## src/fxu_regs.vh

```
`ifndef FXU_REGS_VH
`define FXU_REGS_VH

// ****************************************
// Operation codes
// ****************************************
`define OP_MUL_LOW        2'h0
`define OP_MUL_ALIAS      2'h1
`define OP_NEG_ABS        2'h2
`define OP_NAND           2'h3

// ****************************************
// Register offsets
// ****************************************
`define ADDR_CTRL         8'h00
`define ADDR_STATUS       8'h04
`define ADDR_MASK         8'h08
`define ADDR_FLAGS        8'h0C
`define ADDR_COND         8'h10
`define ADDR_RESULT       8'h14
`define ADDR_COUNT        8'h18

// ****************************************
// Field positions
// ****************************************
`define CTRL_ENABLE_BIT   0
`define EVT_DONE_BIT      0
`define EVT_OVF_BIT       1
`define EVT_DROP_BIT      2
`define FLAG_CARRY_BIT    0
`define FLAG_OVF_BIT      1
`define FLAG_SUMOVF_BIT   2
`define COND_SO_BIT       0
`define COND_EQ_BIT       1
`define COND_GT_BIT       2
`define COND_LT_BIT       3

// ****************************************
// Reset values
// ****************************************
`define CTRL_RESET        1'h1
`define STATUS_RESET      3'h0
`define MASK_RESET        3'h0
`define FLAGS_RESET       3'h0
`define COND_RESET        4'h0
`define WORD_RESET        32'h00000000

`endif

```

## src/mul_low_word.v

```verilog
`timescale 1ns/1ps

// ****************************************
// Signed multiply, low word and overflow
// ****************************************
module mul_low_word #(
  parameter WIDTH = 32
) (
  input  wire [WIDTH-1:0] factor_a_i,
  input  wire [WIDTH-1:0] factor_b_i,
  output wire [WIDTH-1:0] low_o,
  output wire             overflow_o
);

  // Full double-width signed product
  wire signed [2*WIDTH-1:0] product;
  assign product = $signed(factor_a_i) * $signed(factor_b_i);

  assign low_o = product[WIDTH-1:0];

  assign overflow_o = (product[2*WIDTH-1:WIDTH] != {WIDTH{product[WIDTH-1]}});

endmodule // mul_low_word

```

## src/fixed_point_mul_nabs_nand_unit.v

```verilog
`timescale 1ns/1ps
`include "fxu_regs.vh"

module fixed_point_mul_nabs_nand_unit #(
  parameter COUNT_WIDTH = 16
) (
  input  wire        clk_i,
  input  wire        rst_b_i,
  // Issue side
  input  wire        op_valid_i,
  input  wire [1:0]  op_code_i,
  input  wire        overflow_enable_i,
  input  wire        record_flag_i,
  input  wire [4:0]  target_field_i,
  input  wire [4:0]  first_reg_field_i,
  input  wire [31:0] first_reg_value_i,
  input  wire [31:0] second_source_reg_i,
  input  wire [31:0] first_source_reg_i,
  // Result side
  output reg         result_valid_o,
  output reg  [4:0]  result_index_o,
  output reg  [31:0] result_data_o,
  output reg         cond_valid_o,
  output reg  [3:0]  condition_field_zero_o,
  output reg         carry_flag_o,
  output reg         overflow_flag_o,
  output reg         summary_overflow_o,
  // Register port
  input  wire [7:0]  reg_addr_i,
  input  wire [31:0] reg_wdata_i,
  input  wire        reg_write_i,
  input  wire        reg_read_i,
  output reg  [31:0] reg_rdata_o,
  output reg         irq_o
);

  // ****************************************
  // Functions
  // ****************************************

  // Signed compare with zero plus summary copy
  function [3:0] cond_of;
    input [31:0] value;
    input        so;
    reg   [3:0]  c;
    begin
      c = 4'h0;
      if (value[31]) begin
        c[`COND_LT_BIT] = 1'b1;
      end else if (value == 32'h00000000) begin
        c[`COND_EQ_BIT] = 1'b1;
      end else begin
        c[`COND_GT_BIT] = 1'b1;
      end
      c[`COND_SO_BIT] = so;
      cond_of = c;
    end
  endfunction

  // Register offset match
  function addr_hit;
    input [7:0] addr;
    input [7:0] offset;
    begin
      addr_hit = (addr == offset);
    end
  endfunction

  // ****************************************
  // Registers
  // ****************************************
  reg                   enable_reg;
  reg                   enable_next;
  reg  [2:0]            status_reg;
  reg  [2:0]            status_next;
  reg  [2:0]            mask_reg;
  reg  [2:0]            mask_next;
  reg  [2:0]            flags_reg;
  reg  [2:0]            flags_next;
  reg  [3:0]            cond_reg;
  reg  [3:0]            cond_next;
  reg  [31:0]           result_reg;
  reg  [31:0]           result_next;
  reg  [COUNT_WIDTH-1:0] count_reg;
  reg  [COUNT_WIDTH-1:0] count_next;
  reg  [31:0]           rdata_next;

  // Register port decodes
  wire                  wr_ctrl;
  wire                  wr_mask;
  wire                  wr_flags;
  wire                  wr_count;
  wire                  rd_status;

  // Register words as read, spare bits zero
  wire [31:0]           ctrl_word;
  wire [31:0]           status_word;
  wire [31:0]           mask_word;
  wire [31:0]           flags_word;
  wire [31:0]           cond_word;
  wire [31:0]           count_word;

  // Datapath signals
  wire [31:0]           mul_low;
  wire                  mul_ovf;
  reg  [31:0]           neg_abs;
  reg  [31:0]           op_result;
  reg  [4:0]            op_index;
  reg  [2:0]            op_flags;
  reg                   op_ovf_event;
  reg  [2:0]            sw_flags;
  reg  [2:0]            events;
  wire                  op_take;
  wire                  op_drop;

  // Operation accepted only while enabled
  assign op_take = op_valid_i & enable_reg;
  assign op_drop = op_valid_i & ~enable_reg;

  // One decode per register strobe
  assign wr_ctrl   = reg_write_i & addr_hit(reg_addr_i, `ADDR_CTRL);
  assign wr_mask   = reg_write_i & addr_hit(reg_addr_i, `ADDR_MASK);
  assign wr_flags  = reg_write_i & addr_hit(reg_addr_i, `ADDR_FLAGS);
  assign wr_count  = reg_write_i & addr_hit(reg_addr_i, `ADDR_COUNT);
  assign rd_status = reg_read_i & addr_hit(reg_addr_i, `ADDR_STATUS);

  // Narrow fields sit in the low bits
  assign ctrl_word   = {{31{1'b0}}, enable_reg};
  assign status_word = {{29{1'b0}}, status_reg};
  assign mask_word   = {{29{1'b0}}, mask_reg};
  assign flags_word  = {{29{1'b0}}, flags_reg};
  assign cond_word   = {{28{1'b0}}, cond_reg};
  assign count_word  = {{(32-COUNT_WIDTH){1'b0}}, count_reg};

  // ****************************************
  // Multiplier
  // ****************************************
  mul_low_word #(
    .WIDTH (32)
  ) u_mul (
    .factor_a_i (first_reg_value_i),
    .factor_b_i (second_source_reg_i),
    .low_o      (mul_low),
    .overflow_o (mul_ovf)
  );

  // ****************************************
  // Operation datapath
  // ****************************************

  // Negative absolute value
  always @* begin
    if (first_reg_value_i[31]) begin
      neg_abs = first_reg_value_i;
    end else begin
      neg_abs = ~first_reg_value_i + 32'h00000001;
    end
  end

  // Flags as seen after a software write
  always @* begin
    sw_flags = flags_reg;
    if (wr_flags) begin
      sw_flags = reg_wdata_i[2:0];
    end
  end

  // Result, destination and flag update per operation
  always @* begin
    op_result    = `WORD_RESET;
    op_index     = target_field_i;
    op_flags     = sw_flags;
    op_ovf_event = 1'b0;
    case (op_code_i)
      `OP_MUL_LOW, `OP_MUL_ALIAS: begin
        op_result = mul_low;
        if (overflow_enable_i) begin
          op_flags[`FLAG_OVF_BIT] = mul_ovf;
          if (mul_ovf) begin
            op_flags[`FLAG_SUMOVF_BIT] = 1'b1;
          end
          op_ovf_event = mul_ovf;
        end
      end
      `OP_NEG_ABS: begin
        op_result = neg_abs;
        if (overflow_enable_i) begin
          op_flags[`FLAG_OVF_BIT] = 1'b0;
        end
      end
      `OP_NAND: begin
        // complement of AND into first register field
        op_result = ~(first_source_reg_i & second_source_reg_i);
        op_index  = first_reg_field_i;
        op_flags  = sw_flags;
      end
      default: begin
        op_result = `WORD_RESET;
      end
    endcase
  end

  // ****************************************
  // Next state of the register file
  // ****************************************

  // Control, mask and counter
  always @* begin
    enable_next = enable_reg;
    mask_next   = mask_reg;
    count_next  = count_reg;
    if (wr_ctrl) begin
      enable_next = reg_wdata_i[`CTRL_ENABLE_BIT];
    end
    if (wr_mask) begin
      mask_next = reg_wdata_i[2:0];
    end
    if (wr_count) begin
      count_next = {COUNT_WIDTH{1'b0}};
    end else if (op_take) begin
      count_next = count_reg + {{(COUNT_WIDTH-1){1'b0}}, 1'b1};
    end
  end

  // Exception flags, condition field and last result
  always @* begin
    flags_next  = sw_flags;
    cond_next   = cond_reg;
    result_next = result_reg;
    if (op_take) begin
      flags_next  = op_flags;
      result_next = op_result;
      if (record_flag_i) begin
        cond_next = cond_of(op_result, op_flags[`FLAG_SUMOVF_BIT]);
      end
    end
  end

  // Sticky events, read clears, set wins
  always @* begin
    events = 3'h0;
    events[`EVT_DONE_BIT] = op_take;
    events[`EVT_OVF_BIT]  = op_take & op_ovf_event;
    events[`EVT_DROP_BIT] = op_drop;
    status_next = status_reg;
    if (rd_status) begin
      status_next = 3'h0;
    end
    status_next = status_next | events;
  end

  // Read data mux, unmapped reads zero
  always @* begin
    rdata_next = 32'h00000000;
    if (reg_read_i) begin
      case (reg_addr_i)
        `ADDR_CTRL:   rdata_next = ctrl_word;
        `ADDR_STATUS: rdata_next = status_word;
        `ADDR_MASK:   rdata_next = mask_word;
        `ADDR_FLAGS:  rdata_next = flags_word;
        `ADDR_COND:   rdata_next = cond_word;
        `ADDR_RESULT: rdata_next = result_reg;
        `ADDR_COUNT:  rdata_next = count_word;
        default:      rdata_next = 32'h00000000;
      endcase
    end
  end

  // ****************************************
  // State flip-flops
  // ****************************************
  always @(posedge clk_i or negedge rst_b_i) begin
    if (!rst_b_i) begin
      enable_reg  <= `CTRL_RESET;
      status_reg  <= `STATUS_RESET;
      mask_reg    <= `MASK_RESET;
      flags_reg   <= `FLAGS_RESET;
      cond_reg    <= `COND_RESET;
      result_reg  <= `WORD_RESET;
      count_reg   <= {COUNT_WIDTH{1'b0}};
    end else begin
      enable_reg  <= enable_next;
      status_reg  <= status_next;
      mask_reg    <= mask_next;
      flags_reg   <= flags_next;
      cond_reg    <= cond_next;
      result_reg  <= result_next;
      count_reg   <= count_next;
    end
  end

  // ****************************************
  // Output flip-flops
  // ****************************************

  // Result write back and flag outputs
  always @(posedge clk_i or negedge rst_b_i) begin
    if (!rst_b_i) begin
      result_valid_o         <= 1'b0;
      result_index_o         <= 5'h00;
      result_data_o          <= `WORD_RESET;
      cond_valid_o           <= 1'b0;
      condition_field_zero_o <= `COND_RESET;
      carry_flag_o           <= 1'b0;
      overflow_flag_o        <= 1'b0;
      summary_overflow_o     <= 1'b0;
    end else begin
      result_valid_o         <= op_take;
      result_index_o         <= op_take ? op_index : 5'h00;
      result_data_o          <= op_take ? op_result : `WORD_RESET;
      cond_valid_o           <= op_take & record_flag_i;
      condition_field_zero_o <= cond_next;
      carry_flag_o           <= flags_next[`FLAG_CARRY_BIT];
      overflow_flag_o        <= flags_next[`FLAG_OVF_BIT];
      summary_overflow_o     <= flags_next[`FLAG_SUMOVF_BIT];
    end
  end

  // Register read data and interrupt
  always @(posedge clk_i or negedge rst_b_i) begin
    if (!rst_b_i) begin
      reg_rdata_o <= 32'h00000000;
      irq_o       <= 1'b0;
    end else begin
      reg_rdata_o <= rdata_next;
      irq_o       <= |(status_next & mask_next);
    end
  end

endmodule // fixed_point_mul_nabs_nand_unit

```

## config.mk

```make
export PLATFORM = sky130hd
export DESIGN_NAME = fixed_point_mul_nabs_nand_unit
export DESIGN_NICKNAME = d
export VERILOG_FILES = /design/src/mul_low_word.v /design/src/fixed_point_mul_nabs_nand_unit.v
export VERILOG_INCLUDE_DIRS = /design/src /design/src/src
export SDC_FILE = /design/constraint.sdc
export NUM_CORES = 2
export LEC_CHECK = 0
export BUFFER_PORTS_ARGS = -buffer_cell sky130_fd_sc_hd__buf_2
export CAP_MARGIN = 20
export CORE_ASPECT_RATIO = 1.25
export CORE_MARGIN = 2
export CORE_UTILIZATION = 40
export CTS_CLUSTER_SIZE = 12
export DETAILED_ROUTE_END_ITERATION = 10
export SLEW_MARGIN = 20
export SYNTH_ARGS = -nofsm -noshare
export SYNTH_HDL_FRONTEND = slang
export SYNTH_SLANG_ARGS = --single-unit
```

## constraint.sdc

```tcl
create_clock -name clk_i -period 3.65 [get_ports clk_i]
set_input_delay 0.1825 -clock clk_i [delete_from_list [all_inputs] [get_ports clk_i]]
set_output_delay 0.1825 -clock clk_i [all_outputs]
set_load 0.02 [all_outputs]
```

* Yosys cells after proc, flatten, opt, wreduce, memory -nomap -nowiden
Index checks and enable logic that the tools add are counted.
Storage, ports and cells: output and inout port bits 79, logic and storage cells 75, register bits after elaboration 137, input bits 155
Operators by class: multipliers 1, add/sub/neg operators 2, bitwise gates (word level) 15, equality and inequality tests 10, mux-type cells 24, reduce and logical (&&, ||, !) cells 7
Operators with widths (count):
- $pmux 32 s7 | 1
- $mux 32 | 3
- $pmux 32 s3 | 1
- $mul 32x32->64 | 1
- $not 32->32 | 2
- $add 32x1->32 const B | 1
- $and 32x32->32 | 1
- $logic_not 32->1 | 1
- $mux 16 | 2
- $ne 32x32->1 | 1
- $eq 8x5->1 const B | 3
- $add 16x1->16 const B | 1
- $eq 8x4->1 const B | 2
- $mux 3 | 4
- $mux 5 | 2
- $and 1x1->1 | 9
- $eq 8x3->1 const B | 1
- $logic_not 8->1 | 1
- $mux 1 | 8
- $eq 2x2->1 const B | 2
- $mux 2 | 2
- $and 3x3->3 | 1
- $or 3x3->3 | 1
- $pmux 1 s3 | 1
- other kinds (7) | 7

* Depth between registers and ports, before layout
depth after elaboration 8, mapped depth 33, depth with buffers taken out 30

* Hierarchy
From an unflattened synthesis, not the netlist that was laid out.
Unflattened totals: cells, all modules 4417, area, all modules 42492.0 µm²
By module, submodules not included:
- mul_low_word | area each 35823.1 µm², sequential area each 0.0 µm², times used 1, cells each 3746
- fixed_point_mul_nabs_nand_unit | area each 6668.9 µm², sequential area each 3354.5 µm², times used 1, cells each 671

* Least setup slack after synthesis
OpenSTA, ideal clock, no wires.
path type input port to flip-flop, from in first_reg_value_i[31], to reg flags_reg[1], stages on the path 32, path slack -5860 ps, buffers on the path 5, data required time 3512 ps, library setup time 138 ps, arrival 9372 ps, cells stage by stage clkbuf_1 > buf_1 > clkbuf_1 > clkbuf_1 > nand2_1 > inv_1 > fa_1 > fa_1 > inv_1 > fa_1 > inv_1 > fa_1 > inv_1 > fa_1 > fa_1 > fa_1 > fa_1 > inv_1 > ha_1 > clkbuf_8 > a41o_1 > a21oi_1 > o21a_1 > o21ai_0 > or3_4 > and2_4 > xor2_1 > or4_1 > nor4_1 > a31oi_1 > o41ai_2 > o21ai_1
Between the ends: word-level cells in the longest chain between the ends 5
Ends and longest elaborated chain:
- start: declaration | RTL line fixed_point_mul_nabs_nand_unit.v:16 | input wire [31:0] first_reg_value_i,
- $mul 32x32->64 | RTL line mul_low_word.v:17 | assign product = $signed(factor_a_i) * $signed(factor_b_i);
- $ne 32x32->1 | RTL line mul_low_word.v:21 | assign overflow_o = (product[2*WIDTH-1:WIDTH] != {WIDTH{product[WIDTH-1]}});
- $mux 2 | RTL line fixed_point_mul_nabs_nand_unit.v:177 | if (overflow_enable_i) begin
- $pmux 1 s3 | RTL line fixed_point_mul_nabs_nand_unit.v:174 | case (op_code_i)
- $mux 3 | RTL line fixed_point_mul_nabs_nand_unit.v:230 | if (op_take) begin
- via flags_next[1] | RTL line fixed_point_mul_nabs_nand_unit.v:79 | reg [2:0] flags_next;
- end signal: assignment | RTL line fixed_point_mul_nabs_nand_unit.v:277 | flags_reg <= `FLAGS_RESET;
- end signal: assignment | RTL line fixed_point_mul_nabs_nand_unit.v:285 | flags_reg <= flags_next;
- end: declaration | RTL line fixed_point_mul_nabs_nand_unit.v:78 | reg [2:0] flags_reg;
The timed path passes the listed nets, and every way through them passes these cells. A chain may end at the register's enable or synchronous reset.

* Worst setup path after layout
from in first_reg_value_i[14], to reg flags_reg[1]
The elaborated chain is that of the path after synthesis.

==> qor.yml <==
run_status: "finished, violations left"
failed_checks: "setup timing"
finalCritPeriodShare: 2.14
io-pin-count: 234
core_um2: 105000
preCtsSetupSlack_ns: -5.06
placement_rows: 133
hold_path_startpoint: "target_field_i[1]"
synth_largest_type_area_fraction: 0.510
finalHoldViolCount: 0
io_buffers: 204
cap_viol_max_count: 0
global_route_track_usage_on_met3: 0.0258
final.min_clock_period_ns: 7.82
drt.antenna.violating_nets: 0
globalRoute.totalOverflow: 0
grt_setup_unrepaired: "true"
timing.max_slew.rel_slack: 0.295
number_of_enable_flip_flop_cells_after_synthesis: 0
critical_path.max_stage_delay_ns: 0.62
cts_buffer_depth: 2
layout.filler_cells: 9722
synth-async-reset-ratio: 1.00
classification_of_the_worst_setup_path: "in2reg"
final-max-slew-violation-count: 0
clock_tree_from_tritoncts: "built"
clk_root_buffer_cell: "clkbuf_16"
routed_wire_length_per_instance_um: 20.6
required_ns: 3.95
place_congestion: 0.948
vias_in_the_first_global_route: 37332
chipHeight_um: 368
mostFrequentLayoutCells: "fa_1, inv_1, nand2_1"
grt_first_pass_wirelength_mm: 214
antenna_violations_before_repair: 13
path_clk_slew_ns: 0.06
layout-area-overhead-vs-synth_pct: 26.5
finalSetupViolCount: 62
timing.hold.worst_endpoint: "result_index_o[1]$_DFF_PN0_"
regToRegEndpoint: "condition_field_zero_o[2]$_DFFE_PN0P_"
reg2reg_slack_ns: 0.74
detailedRoute.firstPassIterationCount: 7
postSynthNetCount: 5880
die_x_um: 295
dpl.hpwl_mm: 115
worstHoldPathCells: 3
commonest_register_cell_after_synthesis: "dfrtp_1"
dr.first_iter.drc_count: 1917
r2r.worst_path.cells: 13
cpMaxStageDelayCell: "fa_1"
route.vias.total: 33309
timing.fmax_mhz: 128
startpoint_type: "input pin"
worstSkewPairLatency_ns: 0.41
cts_num_sinks: 134
critPathMostFrequentCell: "fa_1"
netlist_area_before_placement_um2: 42400
initial_core_util: 0.403
worstHoldPathType: "in2reg"
cts-buffers-inserted: 17
setup_total_negative_slack_ns: -155.77
seq_area_frac_synth: 0.0791
synth.ff_latch_count: 134
globalRouteMet1Util: 0.314
post_drt_via_cell_ratio: 5.09
timing_worst_slew_pin_value_ns: 1.05
synth_cell_types: 91
crit_path_end_kind: "flip-flop"
fraction_of_final_layout_cells_sized_beyond_drive_strength_1: 0.267
cts_htree_levels: 4
met2_use_gr: 0.469
globalRouteTotalUtil: 0.258
design.die.area_um2: 109000
timing.rr.start: "enable_reg$_DFFE_PN1P_"
setup_slack_ns: -4.17
synth_area_per_cell_um2: 9.52
num-nets-final: 6528
crit_arrival_ns: 8.12
path_max_fanout: 11
synth.area.top_cells: "fa_1, dfrtp_1, inv_1"
synth_cells: 4457
timing.clock.skew_ns: 0.00605
grt_max_degree: 116
layout.cells.most_common: "fa_1"
largest_area_contributor_in_the_netlist: "fa_1"
finalWirelength_mm: 135
busiest_layer: "met2"
ys.warnings.count: 0
drc: 0
-- per-stage QoR --
step	hold WS [ns]	std cells	utilization	area (µm²)
floorplan	-0.113	4457	-	43600
global placement	0.401	6424	0.474	49900
detailed placement	0.409	6424	0.474	49900
CTS	0.000471	6516	0.503	52900
global route	0.00416	6538	0.510	53700
finish	0.0105	6539	0.510	53700
-- worst max-delay path by stage --
| stage | startpoint | cells past startpoint | to | slack [ns] |
|---|---|---|---|---|
| after global placement | first_reg_value_i[31] | 29 | flags_reg[2]$_DFF_PN0_ | -5.06 |
| after floorplan | first_reg_value_i[31] | 31 | flags_reg[1]$_DFF_PN0_ | -4.97 |
| final | first_reg_value_i[14] | 33 | flags_reg[1]$_DFF_PN0_ | -4.17 |
| after global routing | first_reg_value_i[14] | 33 | flags_reg[1]$_DFF_PN0_ | -4.41 |
| after detailed placement | first_reg_value_i[31] | 29 | flags_reg[2]$_DFF_PN0_ | -5.06 |
| after CTS | first_reg_value_i[31] | 30 | flags_reg[2]$_DFF_PN0_ | -4.12 |
-- synthesized netlist by cell type (11+ instances only) --
master	instances
xnor2_1	52
and2_1	456
xor2_1	66
a21o_1	58
o21ai_0	79
and3_1	27
nand4_1	26
nand3_1	51
nor4_1	13
or3_1	11
nor2_1	130
nand2_1	677
clkbuf_1	253
nand2b_1	22
o211ai_1	18
a21oi_1	86
dfrtp_1	133
nor3_1	23
inv_1	788
fa_1	1082
a22oi_1	18
o21a_1	11
a31oi_1	26
ha_1	186
-- critical path, delay by kind of cell --
| kind | cells | cell delay [ns] |
|---|---|---|
| compound gates | 8 | 1.23 |
| fa+ha+maj | 9 | 4.49 |
| simple gates | 4 | 0.59 |
| xor+xnor | 1 | 0.29 |
| buf+inv | 11 | 1.29 |
-- cell type report --
class	count	area (µm²)	area share
multi-input combinational	3254	37200	0.692
inverter	789	2970	0.0553
timing repair buffer	909	7830	0.146
sequential	134	3350	0.0625
tap	1417	1770	0.0330
clock inverter	12	129	0.00240
clock buffer	19	453	0.00844
antenna	5	12.5	0.000233
-- cell families (layout without fill, tap and decap cells) --
| logic type | count (synthesis) | count (layout) | share of synthesized area |
|---|---|---|---|
| XOR/XNOR | 118 | 118 | 0.0244 |
| multiplexers | 12 | 12 | 0.00310 |
| AND/OR/NAND/NOR | 1474 | 1474 | 0.169 |
| other | 0 | 5 | 0 |
| buffers and inverters | 1069 | 1729 | 0.0970 |
| adder cells (fa/ha/maj) | 1268 | 1268 | 0.565 |
| AO/OA/AOI/OAI | 382 | 382 | 0.0619 |
| flip-flops | 134 | 134 | 0.0791 |
-- timing repair --
item,in CTS,in global routing
setup buffers,52,18
setup endpoints to repair,62,63
gates cloned,9,2
pin swaps,171,81
hold endpoints to repair,114,0
resized for setup,421,147
hold buffers,2,0
-- routing by layer --
layer  up-vias  routed length (µm)
met5         -                  54
met4         8                6240
met3       280                6380
met2       959               70400
met1     17403               51800
li1      14659                   -
Power is left out: the tool's default activity adds up to more than one toggle a clock period on the data nets, which glitch-free logic cannot reach.
